### config.mk
export PLATFORM = sky130hd
export DESIGN_NAME = fsbp_status_protect
export DESIGN_NICKNAME = d
export VERILOG_FILES = /design/src/fsbp_pkg.sv /design/src/fsbp_status_protect.sv /design/src/fsbp_sector_guard.sv
export SDC_FILE = /design/constraint.sdc
export NUM_CORES = 1
export LEC_CHECK = 0
export BUFFER_PORTS_ARGS = -buffer_cell sky130_fd_sc_hd__buf_2
export CORE_ASPECT_RATIO = 1.4
export CORE_UTILIZATION = 39
export DETAILED_ROUTE_END_ITERATION = 7
export PLACE_DENSITY_LB_ADDON = 0.08
export SETUP_SLACK_MARGIN = 0.02
export SLEW_MARGIN = 20
export SYNTH_ARGS = -nofsm -noshare
export SYNTH_HDL_FRONTEND = slang
export SYNTH_SLANG_ARGS = --single-unit
### constraint.sdc
create_clock -name REF_CLK -period 3.9 [get_ports REF_CLK]
set_clock_uncertainty 0.1 [all_clocks]
set_input_delay 0.78 -clock REF_CLK [delete_from_list [all_inputs] [get_ports REF_CLK]]
set_output_delay 0.78 -clock REF_CLK [all_outputs]
set_load 0.005 [all_outputs]
### src/fsbp_pkg.sv
// Shared constants and types for the status register and block protection logic
`default_nettype none
package fsbp_pkg;
  // Serial command codes
  localparam logic [7:0] CMD_NONE = 8'h00;
  localparam logic [7:0] CMD_WREN = 8'h06;
  localparam logic [7:0] CMD_WRDI = 8'h04;
  localparam logic [7:0] CMD_RDSR = 8'h05;
  localparam logic [7:0] CMD_WRSR = 8'h01;
  localparam logic [7:0] CMD_RDFS = 8'h70;
  localparam logic [7:0] CMD_CLFS = 8'h50;
  localparam logic [7:0] CMD_PP = 8'h02;
  localparam logic [7:0] CMD_SE64 = 8'hD8;
  localparam logic [7:0] CMD_SE32 = 8'h52;
  localparam logic [7:0] CMD_SE4 = 8'h20;
  localparam logic [7:0] CMD_BE = 8'hC7;
  // Status register bit positions
  localparam int SR_SRWD = 7;
  localparam int SR_BP3 = 6;
  localparam int SR_TB = 5;
  localparam int SR_BP2 = 4;
  localparam int SR_BP0 = 2;
  localparam int SR_WEL = 1;
  localparam int SR_WIP = 0;
  // Flag status register bit positions
  localparam int FS_READY = 7;
  localparam int FS_ERASE = 5;
  localparam int FS_PROG = 4;
  localparam int FS_PROT = 1;
  // Address map
  localparam int ADDR_W = 24;
  localparam int SECTOR_LSB = 16;
  localparam int SECTOR_W = 8;
  localparam int SUB32_LSB = 15;
  localparam int SUB4_LSB = 12;
  localparam logic [8:0] SECTOR_COUNT = 9'h100;
  // Block protect codes
  localparam logic [3:0] SPAN_NONE = 4'h0;
  localparam logic [3:0] SPAN_ONE = 4'h1;
  localparam logic [3:0] SPAN_MAX_PART = 4'h8;
  // Serial bit counts and busy timer width and last count
  localparam logic [4:0] LAST_BYTE_BIT = 5'h07;
  localparam logic [4:0] LAST_ADDR_BIT = 5'h17;
  localparam logic [2:0] LAST_TX_BIT = 3'h7;
  localparam int BUSY_W = 16;
  localparam logic [BUSY_W-1:0] BUSY_LAST = 16'h0001;

  typedef enum logic [2:0] {ST_CMD, ST_ADDR, ST_DATA, ST_READ, ST_SKIP} fsbp_phase_t;

  // Two-stage synchronisers: bit 0 first stage, bit 1 second stage
  typedef struct packed {
    logic [1:0] sck;
    logic [1:0] cs_b;
    logic [1:0] din;
    logic [1:0] wp_b;
    logic sck_prev;
    logic cs_prev;
  } fsbp_sync_t;

  typedef struct packed {
    fsbp_sync_t sy;
    fsbp_phase_t phase;
    logic [4:0] cnt;
    logic [7:0] cmd;
    logic [7:0] shift;
    logic [ADDR_W-1:0] addr;
    logic [7:0] wdata;
    logic got_data;
    logic [7:0] tx;
    logic [2:0] tx_cnt;
    logic dout;
    logic oe;
    logic srwd;
    logic [3:0] bp;
    logic tb;
    logic wel;
    logic busy;
    logic [BUSY_W-1:0] busy_cnt;
    logic err_erase;
    logic err_prog;
    logic err_prot;
  } fsbp_state_t;

  // Chip select idles high: its synchroniser starts there, so no false frame end follows reset
  localparam fsbp_sync_t SYNC_RST = '{sck: 2'h0, cs_b: 2'h3, din: 2'h0, wp_b: 2'h0, sck_prev: 1'h0, cs_prev: 1'h1};
  localparam fsbp_state_t FSBP_STATE_RST =
    fsbp_state_t'({SYNC_RST, {($bits(fsbp_state_t) - $bits(fsbp_sync_t)){1'h0}}});
endpackage
`default_nettype wire

### src/fsbp_status_protect.sv
// Status register, write protection and block protection behind the serial port
// Function
// - Status register is read and written by read-status and write-status commands.
// - Write-disable bit set with protect pin low makes status read-only.
// - Hardware-protected mode ends only when the protect pin goes high.
// - Bit 7 is write-disable, cleared by reset like the other bits; 0 permits status writes.
// - Bit 5 selects protected region at top (0, default) or bottom (1).
// - Block-protect bits at 6 and 4:2; program/erase to protected sectors rejected.
// - Write enable latch bit 1 clears at power-up, set by write-enable.
// - Bit 0 reads busy during write-status, program or erase cycles.
// - Whole-array erase runs only when all block-protect bits are zero.
// - Status bit 0 always equals inverse of flag status ready bit.
// - Protect code n covers 2^(n-1) sectors from chosen end; 9+ covers all.
// - 24-bit addresses map to 256 aligned 64KB sectors and aligned subsectors.
// - Protection error flag sets when program or erase hits a protected sector.
`timescale 1ns/1ns
`default_nettype none
module fsbp_status_protect
  import fsbp_pkg::*;
#(
  parameter logic [BUSY_W-1:0] BUSY_CYCLES = 16'h0040
) (
  input wire logic REF_CLK,
  input wire logic RST_B,
  input wire logic SCK,
  input wire logic CS_B,
  input wire logic DQ0_IN,
  input wire logic W_B,
  output logic DQ1_OUT,
  output logic DQ1_OE,
  output logic [7:0] STATUS,
  output logic [7:0] FLAG_STATUS
);
  fsbp_state_t s;
  fsbp_state_t next_s;
  logic sck_rise;
  logic sck_fall;
  logic frame_start;
  logic frame_end;
  logic hw_locked;
  logic is_sector_erase;
  logic sector_locked;
  logic wrsr_end;
  logic wren_end;
  logic erase_end;
  logic bulk_end;
  logic [7:0] sr_value;
  logic [7:0] fs_value;
  logic [7:0] rx_byte;
  logic [SECTOR_W-1:0] target_sector;

  assign sck_rise = s.sy.sck[1] && !s.sy.sck_prev;
  assign sck_fall = !s.sy.sck[1] && s.sy.sck_prev;
  assign frame_start = !s.sy.cs_b[1] && s.sy.cs_prev;
  assign frame_end = s.sy.cs_b[1] && !s.sy.cs_prev;
  assign hw_locked = s.srwd && !s.sy.wp_b[1];
  assign is_sector_erase = (s.cmd == CMD_SE64) || (s.cmd == CMD_SE32) || (s.cmd == CMD_SE4);
  assign target_sector = s.addr[SECTOR_LSB +: SECTOR_W];
  assign rx_byte = {s.shift[6:0], s.sy.din[1]};
  assign wrsr_end = frame_end && (s.cmd == CMD_WRSR) && (s.phase == ST_DATA) && s.got_data && !s.busy;
  assign wren_end = frame_end && (s.cmd == CMD_WREN) && (s.phase == ST_SKIP) && !s.busy;
  assign erase_end = frame_end && is_sector_erase && (s.phase == ST_SKIP) && !s.busy;
  assign bulk_end = frame_end && (s.cmd == CMD_BE) && (s.phase == ST_SKIP) && !s.busy;

  fsbp_sector_guard u_guard (
    .protect_span_bits(s.bp),
    .from_bottom(s.tb),
    .sector(target_sector),
    .locked(sector_locked)
  );

  always_comb begin
    sr_value = 8'h00;
    sr_value[SR_SRWD] = s.srwd;
    sr_value[SR_BP3] = s.bp[3];
    sr_value[SR_TB] = s.tb;
    sr_value[SR_BP2 -: 3] = s.bp[2:0];
    sr_value[SR_WEL] = s.wel;
    sr_value[SR_WIP] = s.busy;
    fs_value = 8'h00;
    fs_value[FS_READY] = !s.busy;
    fs_value[FS_ERASE] = s.err_erase;
    fs_value[FS_PROG] = s.err_prog;
    fs_value[FS_PROT] = s.err_prot;
  end

  assign STATUS = sr_value;
  assign FLAG_STATUS = fs_value;
  assign DQ1_OUT = s.dout;
  assign DQ1_OE = s.oe;

  always_comb begin
    next_s = s;
    next_s.sy.sck = {s.sy.sck[0], SCK};
    next_s.sy.cs_b = {s.sy.cs_b[0], CS_B};
    next_s.sy.din = {s.sy.din[0], DQ0_IN};
    next_s.sy.wp_b = {s.sy.wp_b[0], W_B};
    next_s.sy.sck_prev = s.sy.sck[1];
    next_s.sy.cs_prev = s.sy.cs_b[1];
    // Cycle timer of write-status, program and erase
    if (s.busy) begin
      next_s.busy_cnt = s.busy_cnt - BUSY_LAST;
      if (s.busy_cnt == BUSY_LAST) begin
        next_s.busy = 1'b0;
      end
    end
    if (frame_start) begin
      next_s.phase = ST_CMD;
      next_s.cnt = 5'h00;
      next_s.cmd = CMD_NONE;
      next_s.got_data = 1'b0;
    end else if (!s.sy.cs_b[1] && sck_rise) begin
      next_s.shift = rx_byte;
      next_s.cnt = s.cnt + 5'h01;
      unique case (s.phase)
        ST_CMD: begin
          if (s.cnt == LAST_BYTE_BIT) begin
            next_s.cnt = 5'h00;
            next_s.cmd = rx_byte;
            next_s.tx_cnt = 3'h0;
            if (rx_byte == CMD_RDSR) begin
              next_s.phase = ST_READ;
              next_s.tx = sr_value;
              next_s.oe = 1'b1;
            end else if (rx_byte == CMD_RDFS) begin
              next_s.phase = ST_READ;
              next_s.tx = fs_value;
              next_s.oe = 1'b1;
            end else if (rx_byte == CMD_WRSR) begin
              next_s.phase = ST_DATA;
            end else if ((rx_byte == CMD_PP) || (rx_byte == CMD_SE64) || (rx_byte == CMD_SE32) ||
                         (rx_byte == CMD_SE4)) begin
              next_s.phase = ST_ADDR;
            end else begin
              next_s.phase = ST_SKIP;
            end
          end
        end
        ST_ADDR: begin
          next_s.addr = {s.addr[ADDR_W-2:0], s.sy.din[1]};
          if (s.cnt == LAST_ADDR_BIT) begin
            next_s.cnt = 5'h00;
            next_s.phase = (s.cmd == CMD_PP) ? ST_DATA : ST_SKIP;
          end
        end
        ST_DATA: begin
          if (s.cnt == LAST_BYTE_BIT) begin
            next_s.cnt = 5'h00;
            next_s.got_data = 1'b1;
            if (!s.got_data) begin
              next_s.wdata = rx_byte;
            end
          end
        end
        ST_READ, ST_SKIP: begin
          next_s.cnt = 5'h00;
        end
        default: begin
          next_s.phase = ST_SKIP;
        end
      endcase
    end
    // Read data shifts out on the falling serial clock, repeating the fresh value
    if (!s.sy.cs_b[1] && sck_fall && (s.phase == ST_READ)) begin
      next_s.dout = s.tx[7];
      if (s.tx_cnt == LAST_TX_BIT) begin
        next_s.tx_cnt = 3'h0;
        next_s.tx = (s.cmd == CMD_RDSR) ? sr_value : fs_value;
      end else begin
        next_s.tx_cnt = s.tx_cnt + 3'h1;
        next_s.tx = {s.tx[6:0], 1'b0};
      end
    end
    if (frame_end) begin
      next_s.oe = 1'b0;
      next_s.phase = ST_SKIP;
      if (wren_end) begin
        next_s.wel = 1'b1;
      end
      if ((s.cmd == CMD_WRDI) && (s.phase == ST_SKIP) && !s.busy) begin
        next_s.wel = 1'b0;
      end
      if (wrsr_end) begin
        next_s.wel = 1'b0;
        if (s.wel && !hw_locked) begin
          next_s.srwd = s.wdata[SR_SRWD];
          next_s.bp = {s.wdata[SR_BP3], s.wdata[SR_BP2 -: 3]};
          next_s.tb = s.wdata[SR_TB];
          next_s.busy = 1'b1;
          next_s.busy_cnt = BUSY_CYCLES;
        end
      end
      if ((s.cmd == CMD_PP) && (s.phase == ST_DATA) && s.got_data && !s.busy && s.wel) begin
        next_s.wel = 1'b0;
        if (sector_locked) begin
          next_s.err_prot = 1'b1;
          next_s.err_prog = 1'b1;
        end else begin
          next_s.busy = 1'b1;
          next_s.busy_cnt = BUSY_CYCLES;
        end
      end
      if (erase_end && s.wel) begin
        next_s.wel = 1'b0;
        if (sector_locked) begin
          next_s.err_prot = 1'b1;
          next_s.err_erase = 1'b1;
        end else begin
          next_s.busy = 1'b1;
          next_s.busy_cnt = BUSY_CYCLES;
        end
      end
      if (bulk_end && s.wel) begin
        next_s.wel = 1'b0;
        if (s.bp != SPAN_NONE) begin
          next_s.err_prot = 1'b1;
          next_s.err_erase = 1'b1;
        end else begin
          next_s.busy = 1'b1;
          next_s.busy_cnt = BUSY_CYCLES;
        end
      end
      if ((s.cmd == CMD_CLFS) && (s.phase == ST_SKIP)) begin
        next_s.err_prot = 1'b0;
        next_s.err_prog = 1'b0;
        next_s.err_erase = 1'b0;
      end
    end
  end

  always_ff @(posedge REF_CLK or negedge RST_B) begin
    if (!RST_B) begin
      s <= FSBP_STATE_RST;
    end else begin
      s <= next_s;
    end
  end

  property p_wip_inverse;
    @(posedge REF_CLK) disable iff (!RST_B) STATUS[SR_WIP] == !FLAG_STATUS[FS_READY];
  endproperty
  a_wip_inverse: assert property (p_wip_inverse) else $error("wip not inverse of ready");

  property p_hw_lock;
    @(posedge REF_CLK) disable iff (!RST_B)
      (wrsr_end && hw_locked) |=> (!s.busy && $stable(s.bp) && $stable(s.tb) && s.srwd);
  endproperty
  a_hw_lock: assert property (p_hw_lock) else $error("status written while locked");

  property p_lock_hold;
    @(posedge REF_CLK) disable iff (!RST_B) (s.srwd && !s.sy.wp_b[1]) |=> s.srwd;
  endproperty
  a_lock_hold: assert property (p_lock_hold) else $error("lock released without pin");

  property p_wel_clear;
    @(posedge REF_CLK) disable iff (!RST_B) wrsr_end |=> !STATUS[SR_WEL];
  endproperty
  a_wel_clear: assert property (p_wel_clear) else $error("wel kept after status write");

  property p_wel_rise;
    @(posedge REF_CLK) disable iff (!RST_B) $rose(s.wel) |-> $past(wren_end);
  endproperty
  a_wel_rise: assert property (p_wel_rise) else $error("wel set without write enable");

  property p_wip_set;
    @(posedge REF_CLK) disable iff (!RST_B)
      (wrsr_end && s.wel && !hw_locked) |=> STATUS[SR_WIP] ##1 STATUS[SR_WIP];
  endproperty
  a_wip_set: assert property (p_wip_set) else $error("busy missing after status write");

  property p_bulk_block;
    @(posedge REF_CLK) disable iff (!RST_B)
      (bulk_end && s.wel && (s.bp != SPAN_NONE)) |=> (!s.busy && s.err_prot && s.err_erase);
  endproperty
  a_bulk_block: assert property (p_bulk_block) else $error("bulk erase ran while protected");

  property p_prot_reject;
    @(posedge REF_CLK) disable iff (!RST_B)
      (erase_end && s.wel && sector_locked) |=> (!s.busy && FLAG_STATUS[FS_PROT]);
  endproperty
  a_prot_reject: assert property (p_prot_reject) else $error("protected erase not rejected");

  property p_decode_none;
    @(posedge REF_CLK) disable iff (!RST_B) (s.bp == SPAN_NONE) |-> !sector_locked;
  endproperty
  a_decode_none: assert property (p_decode_none) else $error("sector locked with code zero");

  property p_decode_all;
    @(posedge REF_CLK) disable iff (!RST_B) (s.bp > SPAN_MAX_PART) |-> sector_locked;
  endproperty
  a_decode_all: assert property (p_decode_all) else $error("sector open with full code");

  property p_decode_half;
    @(posedge REF_CLK) disable iff (!RST_B)
      (s.bp == SPAN_MAX_PART) |-> (sector_locked == (s.tb ? !target_sector[SECTOR_W-1] : target_sector[SECTOR_W-1]));
  endproperty
  a_decode_half: assert property (p_decode_half) else $error("half array decode wrong");
endmodule // fsbp_status_protect
`default_nettype wire

### src/fsbp_sector_guard.sv
// Decoder of the protected 64KB sector range
`timescale 1ns/1ns
`default_nettype none
module fsbp_sector_guard
  import fsbp_pkg::*;
(
  input wire logic [3:0] protect_span_bits,
  input wire logic from_bottom,
  input wire logic [SECTOR_W-1:0] sector,
  output logic locked
);
  logic [8:0] span_count;
  logic [8:0] sector_ext;

  always_comb begin
    sector_ext = {1'b0, sector};
    if (protect_span_bits == SPAN_NONE) begin
      span_count = 9'h000;
    end else if (protect_span_bits > SPAN_MAX_PART) begin
      span_count = SECTOR_COUNT;
    end else begin
      span_count = 9'h001 << (protect_span_bits - SPAN_ONE);
    end
    if (from_bottom) begin
      locked = sector_ext < span_count;
    end else begin
      locked = (span_count != 9'h000) && (sector_ext >= (SECTOR_COUNT - span_count));
    end
  end
endmodule // fsbp_sector_guard
`default_nettype wire

==> Word-level counts from Yosys, hierarchy flattened <==
Cells that the tools add are included.
{ "word_totals": {"reg_bits": 107, "inputBits": 6, "output_inout_bits": 18, "wordCells": 204} }
{ "op_classes": {"n_addsub": 5, "magnitude_cmp": 3, "n_eq_ne": 30, "shifts": 1, "mux": 59, "bitwise_logic": 2, "reduce_logical": 78} }
{ "ops": {"columns": ["op", "n"], "rows": [
  ["$mux W17", 5],
  ["$mux W68", 1],
  ["$mux W24", 2],
  ["$mux W8", 6],
  ["$mux W11", 4],
  ["$mux W19", 2],
  ["$mux W9", 4],
  ["$eq A8 B3 Y1 const B", 4],
  ["$eq A8 B7 Y1 const B", 4],
  ["$logic_and A1 B1 Y1", 32],
  ["$mux W16", 2],
  ["$mux W28", 1],
  ["$eq A8 B8 Y1 const B", 3],
  ["$reduce_bool A2 Y1", 12],
  ["$mux W3", 7],
  ["$pmux W5 S4", 1],
  ["$mux W18", 1],
  ["$mux W1", 17],
  ["$eq A16 B1 Y1 const B", 1],
  ["$eq A8 B1 Y1 const B", 2],
  ["$eq A8 B2 Y1 const B", 2],
  ["$eq A8 B6 Y1 const B", 2],
  ["$sub A16 B1 Y16 const B", 1],
  ["$reduce_and A3 Y1", 5],
  ["35 further kinds", 57]
]} }

==> Depth between registers and ports, before layout <==
Gate-level depths: netlist of run 1.
{ "logic_depth": {"ltp_word": 16, "depth_mapped": 13, "ltp_nobuf": 12} }

==> Modules after synthesis <==
Synthesis of run 1 repeated with hierarchy kept, for this count alone.
{ "hier_totals": {"hier_cells": 546, "area_unflattened_um2": 5708.0} }
{ "by_module_without_submodules": {"columns": ["mod", "n_inst", "cells_each", "area_each_um2", "seq_area_each_um2"], "rows": [
  ["fsbp_status_protect", 1, 474, 5152.4, 2606.2],
  ["fsbp_sector_guard", 1, 72, 555.5, 0.0]
]} }

==> Worst setup path before layout of run 1 <==
Ideal clock, no wire load.
{ "synth_timing": {"kind": "register to register", "from": "reg s (netlist bit STATUS[3])", "to": "reg s[10] (netlist bit)", "setup_ps": 122, "t_arrival_ps": 2849, "required_time_ps": 3678, "slack_ps": 830, "path_stages_with_launch": 14, "n_path_buf": 2, "synth_period_minus_slack_ps": 3070, "cell_sequence": "dfrtp_1 clkbuf_1 nor2b_1 nand2_1 ha_1 o21ai_0 o21ai_0 ha_1 a21o_1 a211oi_1 o211ai_1 a221oi_4 buf_6 nor3b_1"} }
{ "synth_lines": {"columns": ["element", "line", "source"], "rows": [
  ["start, declared", "fsbp_status_protect.sv:34", "fsbp_state_t s;"],
  ["start signal, assigned", "fsbp_status_protect.sv:235", "s <= next_s;"]
]} }

==> results.json, run 1 <==
{
  "status": "finished, final reports clean",
  "placed_area_sq_um": 6100,
  "post-cts-setup-buffer-count": 0,
  "switchingPower_uw": 605,
  "grt_first_pass_wirelength_microns": 22300,
  "yosys-top-cells-area": "dfrtp_1 (43%), mux2_2 (7.1%), ha_1 (5.1%)",
  "ys.flop_type": "dfrtp_1",
  "r2r_start": "STATUS[3]$_DFFE_PN0P_",
  "critPathCaptureType": "flop",
  "hold_viol_final": 0,
  "clock_latency_ns": 0.35,
  "max_cap_viol_count": 0,
  "period_share_pct": 87.1,
  "fin_area_sq_um": 6420,
  "htreeDepth": 3,
  "synth.top_cell.area_share_pct": 43.0,
  "rows": 52,
  "cts-root-buf": "clkbuf_16",
  "r2r_slack_ns": 0.50,
  "routed.top_layer": "met4",
  "min_to": "next_s[97]$_DFF_PN1_",
  "setup_viol": 0,
  "pre_cts_ws_ns": 0.512,
  "die_area_sq_um": 15600,
  "crit_path_top_delay_cell": "dfrtp_1",
  "clkPwrFrac_pct": 41.5,
  "worst-slew-pin-transition_ns": 0.756,
  "crit_fanout": 17,
  "pwr-share-seq_pct": 50.5,
  "path_clk_slew_ns": 0.07,
  "wl_per_cell_microns": 17.2,
  "required_ns": 4.08,
  "firstDrtPassIters": 4,
  "worstReg2RegEnd": "s[9]$_DFF_PN0_",
  "io_buffers": 19,
  "drive_gt1_share_pct": 19.7,
  "syn_inst": 574,
  "rsz0062_at_grt": "false",
  "ys_warn_count": 0,
  "maxSlewHeadroom_pct": 49.4,
  "grt_usage_pct": 18.6,
  "vias_per_cell": 5.46,
  "clock_sinks": 104,
  "die_x_microns": 106,
  "die_h_microns": 147,
  "swShare_pct": 26.1,
  "met1_length_microns": 5570,
  "fin_nets": 609,
  "pin_count": 24,
  "overflow": 0,
  "gp_congestion": 0.817,
  "ys_seq_elements": 104,
  "ys_types": 69,
  "grt_max_degree": 105,
  "antenna_found_initial": 0,
  "cts_tree": "done",
  "hold_depth": 0,
  "max_stage_delay_ns": 0.53,
  "async_reset_ff_share_pct": 100,
  "yosysSeqAreaShare_pct": 44.4,
  "reg2reg_depth": 13,
  "wl_met2_microns": 7030,
  "p_per_area_nw_per_um2": 361,
  "finalCriticalPeriod_ns": 3.40,
  "synth_enable_flop_cells": 0,
  "fill_cells": 1451,
  "worst_setup_path_start_kind": "flop",
  "post_cts_resized": 0,
  "syn-cell-area_sq_um": 5870,
  "leakage_uw": 0.00300,
  "hpwl_microns": 9590,
  "power_frac_comb_pct": 8.0,
  "crit_chain": "nand2b_1 -> nor3_1 -> inv_1 -> ha_1 -> o21ai_0 -> o21ai_0 -> ha_1 -> a21o_1 -> a211oi_1 -> o211ai_1 -> a221oi_4 -> buf_4 -> nand3b_1",
  "worstSetupPathType": "reg2reg",
  "antennaDiodeCount": 0,
  "route.detailed.drc": 0,
  "wl_met3_microns": 255,
  "clock_path_buffers": 2,
  "core_sq_um": 14600,
  "ant_nets": 0,
  "floorplan.initialDensity_pct": 40.3,
  "numCtsBuffers": 9,
  "worstPathArrival_ns": 3.57,
  "dr_total_vias": 4218,
  "grt_pass1_vias": 4338,
  "dr.first_iter.drc_count": 165,
  "wl_microns": 13300,
  "syn2layout_area_growth_pct": 9.25,
  "power_uw": 2320,
  "tns_ns": 0,
  "max_freq_ghz": 0.294,
  "min_path_type": "reg2reg",
  "intPower_uw": 1710,
  "setup_slack_ns": 0.501,
  "postCtsHoldBufs": 0,
  "syn_avg_cell_area_sq_um": 10.2,
  "maxSlewViolCount": 0,
  "synth_top_area_cell": "dfrtp_1",
  "min_from": "next_s[104]$_DFF_PN1_",
  "ir_worst_vdd_uv": 195
}
synthesized netlist by cell type (all sizes together), types with 5 or more instances:
cell type,number
a211oi,6
a21o,5
a21oi,21
a22oi,5
a31oi,6
buf,25
clkbuf,14
dfrtp,101
ha,24
inv,16
mux2,37
mux2i,9
nand2,68
nand3,20
nand4,5
nand4b,5
nor2,39
nor2b,6
nor3,17
nor3b,17
nor4,7
o211ai,9
o21ai,19
or3,7
xnor2,13
xor2,5
state kept, by name, indices dropped and copies added (netlist names):
register	cells
s	77
STATUS	8
rx_byte	8
next_s	6
FLAG_STATUS	3
DQ1_OE	1
DQ1_OUT	1
worst max-delay path: cells and delay by family (launching register included):
kind / cells / cell delay, ns
flops: 1 / 0.53
fa+ha+maj: 2 / 0.56
simple gates: 3 / 0.60
buf+inv: 2 / 0.35
compound gates: 6 / 1.19
cell type report:
type                    instances  area [sq um]  share of cell area [%]
repair buffers                 30           193                    3.00
well taps                     189           236                    3.69
inverters                      16          60.1                   0.936
clock buffers                  11           253                    3.94
multi-input cells             418          3000                    46.8
clock inverters                 5          63.8                   0.995
flip-flops and latches        104          2610                    40.6
metrics by stage:
stage	hold slack [ns]	util [%]	cells
2_1_floorplan	0.231	-	577
3_3_place_gp	0.233	41.8	757
3_5_place_dp	0.246	41.9	757
4_1_cts	0.258	44.0	773
5_1_grt	0.266	44.0	773
6_report	0.256	44.0	773
metal layers:
metal / up-vias / GRT usage (%)
li1: 2067 / -
met1: 2078 / 20.6
met2: 46 / 33.2
met3: 27 / 3.19
met4: 0 / 10.5
met5: - / 0
layout by cell type, fill, tap and decap left out, types with 11 or more instances in the layout:
cell and n:
nor3_1 15, inv_1 16, nand3_1 20, buf_4 11, nand2_1 67, xnor2_1 13
mux2_2 37, a21oi_1 21, nor2_1 39, buf_2 18, o21ai_0 19, dfrtp_1 101
nor3b_1 14, ha_1 24
cells by family (layout without fill, tap and decap cells):
group | Yosys count | count (layout) | synth area share [%]
AOI/OAI and AO/OA | 90 | 90 | 10.7
and+or+nand+nor | 236 | 236 | 23.5
xor gates and xnor gates | 18 | 18 | 2.68
other | 1 | 4 | 0.0639
muxes | 46 | 46 | 8.63
adders and majority gates | 24 | 24 | 5.11
buffers and inverters | 55 | 62 | 4.88
DFF | 104 | 104 | 44.4
power by group through the flow:
stage                     registers (uW)  logic [uW]  clock network (uW)
final                               1170         185                 963
after global routing                1180         206                1030
after CTS                           1170         188                 992
after detailed placement            1190         187                   0
after global placement              1190         184                   0
after floorplan                     1150         137                   0
how the worst max path moves through the flow:
stage	start	cells past startpoint	end	slack (ns)
2_1_floorplan	STATUS[3]$_DFFE_PN0P_	13	s[10]$_DFF_PN0_	0.83
3_3_place_gp	STATUS[3]$_DFFE_PN0P_	13	s[9]$_DFF_PN0_	0.62
3_5_place_dp	STATUS[3]$_DFFE_PN0P_	13	s[13]$_DFF_PN0_	0.51
4_1_cts	STATUS[3]$_DFFE_PN0P_	13	s[9]$_DFF_PN0_	0.49
5_1_grt	STATUS[3]$_DFFE_PN0P_	13	s[9]$_DFF_PN0_	0.23
6_report	STATUS[3]$_DFFE_PN0P_	13	s[9]$_DFF_PN0_	0.50
Note: power is estimated with default switching activity, not from simulation.
==> run 2: changes to the inputs <==
--- a/config.mk
+++ b/config.mk
@@ -6,12 +6,14 @@
 export NUM_CORES = 1
 export LEC_CHECK = 0
 export BUFFER_PORTS_ARGS = -buffer_cell sky130_fd_sc_hd__buf_2
+export CAP_MARGIN = 30
 export CORE_ASPECT_RATIO = 1.4
-export CORE_UTILIZATION = 39
+export CORE_UTILIZATION = 50
 export DETAILED_ROUTE_END_ITERATION = 7
 export PLACE_DENSITY_LB_ADDON = 0.08
 export SETUP_SLACK_MARGIN = 0.02
 export SLEW_MARGIN = 20
 export SYNTH_ARGS = -nofsm -noshare
 export SYNTH_HDL_FRONTEND = slang
+export SYNTH_HIERARCHICAL = 1
 export SYNTH_SLANG_ARGS = --single-unit
==> run 2 against run 1 <==
Compared with the run above: combinational power fell by 19%; die area fell by 24%; via count fell by 5.6%; highest routed layer unchanged; synthesized cell count fell by 4.9%.
==> results.json, run 2 <==
{
  "status": "finished, final reports clean",
  "placed_area_sq_um": 5840,
  "dr.first_iter.drc_count": 260,
  "post-cts-setup-buffer-count": 0,
  "wl_microns": 11700,
  "r2r_slack_ns": 0.39,
  "largest_register_ffs": 77,
  "path_clk_slew_ns": 0.08,
  "ys_seq_elements": 104,
  "core_sq_um": 11000,
  "cts_tree": "done",
  "fin_area_sq_um": 6160,
  "leakage_uw": 0.00281,
  "die_x_microns": 92.3,
  "final_common_cell": "dfrtp_1",
  "drive_gt1_share_pct": 21.0,
  "crit_path_top_delay_cell": "dfrtp_1",
  "route.detailed.drc": 0,
  "firstDrtPassIters": 4,
  "maxSlewViolCount": 0,
  "syn-cell-area_sq_um": 5710,
  "clock_path_buffers": 2,
  "cp.buffers_inverters": 1,
  "overflow": 0,
  "min_from": "next_s[106]$_DFF_PN0_",
  "vias_per_cell": 5.71,
  "worstSetupPathType": "reg2reg",
  "p_per_area_nw_per_um2": 369,
  "worstReg2RegEnd": "s[14]$_DFF_PN0_",
  "syn2layout_area_growth_pct": 7.91,
  "cpLargestDelayFamily": "compound AO/OA/AOI/OAI gates",
  "synthMostInstantiatedCell": "dfrtp_1",
  "rows": 45,
  "grt_max_degree": 61,
  "fin_cells": 697,
  "grt_pass1_vias": 3999,
  "numCtsBuffers": 9,
  "grt_usage_pct": 21.3,
  "crit_fanout": 17,
  "place_inst": 680,
  "wl_per_cell_microns": 16.8,
  "setup_viol": 0,
  "io_buffers": 19,
  "hold_depth": 0,
  "async_reset_ff_share_pct": 100,
  "max_cap_viol_count": 0,
  "ys_types": 72,
  "synth_top_area_cell": "dfrtp_1",
  "worstPathArrival_ns": 3.63,
  "die_h_microns": 128,
  "r2r_start": "STATUS[3]$_DFFE_PN0P_",
  "fin_nets": 582,
  "gp_congestion": 0.878,
  "min_path_type": "reg2reg",
  "postCtsHoldBufs": 0,
  "finalCriticalPeriod_ns": 3.51,
  "worst-slew-pin-transition_ns": 0.754,
  "period_share_pct": 90.0,
  "regMostFlops": "s",
  "crit_chain": "nor2b_1 -> and2_1 -> inv_1 -> ha_1 -> xnor2_1 -> ha_1 -> a211oi_2 -> o221ai_1 -> nand4_1 -> nand3_1 -> a32o_1 -> nand2b_1 -> o221ai_4 -> nor2_1",
  "ir_worst_vdd_uv": 273,
  "fill_cells": 980,
  "yosys-top-cells-area": "dfrtp_1 (44%), mux2_2 (9.9%), ha_1 (5.5%)",
  "clock_latency_ns": 0.36,
  "tns_ns": 0,
  "hpwl_microns": 8450,
  "clock_sinks": 104,
  "max_freq_ghz": 0.285,
  "ant_nets": 0,
  "htreeDepth": 3,
  "pin_count": 24,
  "floorplan.initialDensity_pct": 52.0,
  "antenna_found_initial": 0,
  "ys.flop_type": "dfrtp_1",
  "synthTopCellsByCount": "dfrtp_1 (101), mux2_2 (50), nor2_1 (46)",
  "grt_first_pass_wirelength_microns": 19900,
  "min_to": "next_s[98]$_DFF_PN0_",
  "antennaDiodeCount": 0,
  "cts-root-buf": "clkbuf_16",
  "synth.top_cell.area_share_pct": 44.3,
  "required_ns": 4.02,
  "syn_inst": 546,
  "critPathCaptureType": "flop",
  "layout_common_cells": "dfrtp_1 (101), mux2_2 (50), nor2_1 (46)",
  "yosysSeqAreaShare_pct": 45.7,
  "worst_setup_path_start_kind": "flop",
  "ys_warn_count": 6,
  "die_area_sq_um": 11900,
  "max_stage_delay_ns": 0.53,
  "crit_top_cell": "ha_1",
  "maxSlewHeadroom_pct": 49.5,
  "dr_total_vias": 3981,
  "power_uw": 2270,
  "rsz0062_at_grt": "false",
  "hold_viol_final": 0,
  "synth_enable_flop_cells": 0,
  "syn_avg_cell_area_sq_um": 10.5,
  "reg2reg_depth": 14,
  "post_cts_resized": 0
}
==> run 2: cell types whose count changed after synthesis, moves of 5 or more <==
cell      delta
nand2_1     -25
mux2_2      +13
nor3b_1     -11
o211ai_1     -8
nor2_1       +7
o21ai_0      +6
mux2i_1      -5
nand3_1      +5
==> run 2: logic make-up after synthesis <==
logic type                 after synthesis  synth area share [%]
AOI/OAI and AO/OA                       87                  10.5
xor gates and xnor gates                19                  2.92
adders and majority gates               25                  5.48
buffers and inverters                   57                  5.35
DFF                                    104                  45.7
muxes                                   54                  10.6
other                                    1                0.0657
and+or+nand+nor                        199                  19.4
==> run 2: how the worst max path moves through the flow <==
stage,depth (start not counted),slack [ns],end,start
after floorplan,16,0.73,s[11]$_DFF_PN0_,STATUS[6]$_DFFE_PN0P_
after global placement,14,0.49,s[4]$_DFF_PN0_,STATUS[6]$_DFFE_PN0P_
after detailed placement,14,0.39,s[14]$_DFF_PN0_,STATUS[3]$_DFFE_PN0P_
after CTS,14,0.38,s[8]$_DFF_PN0_,STATUS[3]$_DFFE_PN0P_
after global routing,14,0.12,s[14]$_DFF_PN0_,STATUS[6]$_DFFE_PN0P_
final,14,0.39,s[14]$_DFF_PN0_,STATUS[3]$_DFFE_PN0P_
==> run 2: cell type report <==
cell class | instances | area (sq um) | share of cell area [%]
clock buffers | 9 | 225 | 3.66
clock inverters | 7 | 93.8 | 1.52
inverters | 20 | 75.1 | 1.22
multi-input cells | 388 | 2810 | 45.6
flip-flops and latches | 104 | 2610 | 42.3
well taps | 141 | 176 | 2.86
repair buffers | 28 | 175 | 2.84
==> run 2: report_power, final <==
part / internal [uW] / switching [uW] / leakage, uW / total [uW]
clock: 468 / 470 / 0.000156 / 938
combinational: 65.8 / 84.1 / 0.00124 / 150
sequential: 1110 / 71.8 / 0.00142 / 1190
total: 1650 / 626 / 0.00281 / 2270
==> run 2: through the flow <==
stage / util [%] / hold slack (ns) / setup slack (ns)
after floorplan: - / 0.231 / 0.733
after global placement: 53.2 / 0.232 / 0.494
after detailed placement: 53.2 / 0.236 / 0.385
after CTS: 56.1 / 0.255 / 0.380
after global routing: 56.1 / 0.267 / 0.117
final: 56.1 / 0.251 / 0.390
==> run 2: routing by layer <==
layer  vias to the layer above  track usage, %  wire (microns)
met5                         -               0               0
met4                         0            6.80             157
met3                        13            3.66             267
met2                        51            39.2            6220
met1                      1957            25.1            5030
li1                       1960               -               -
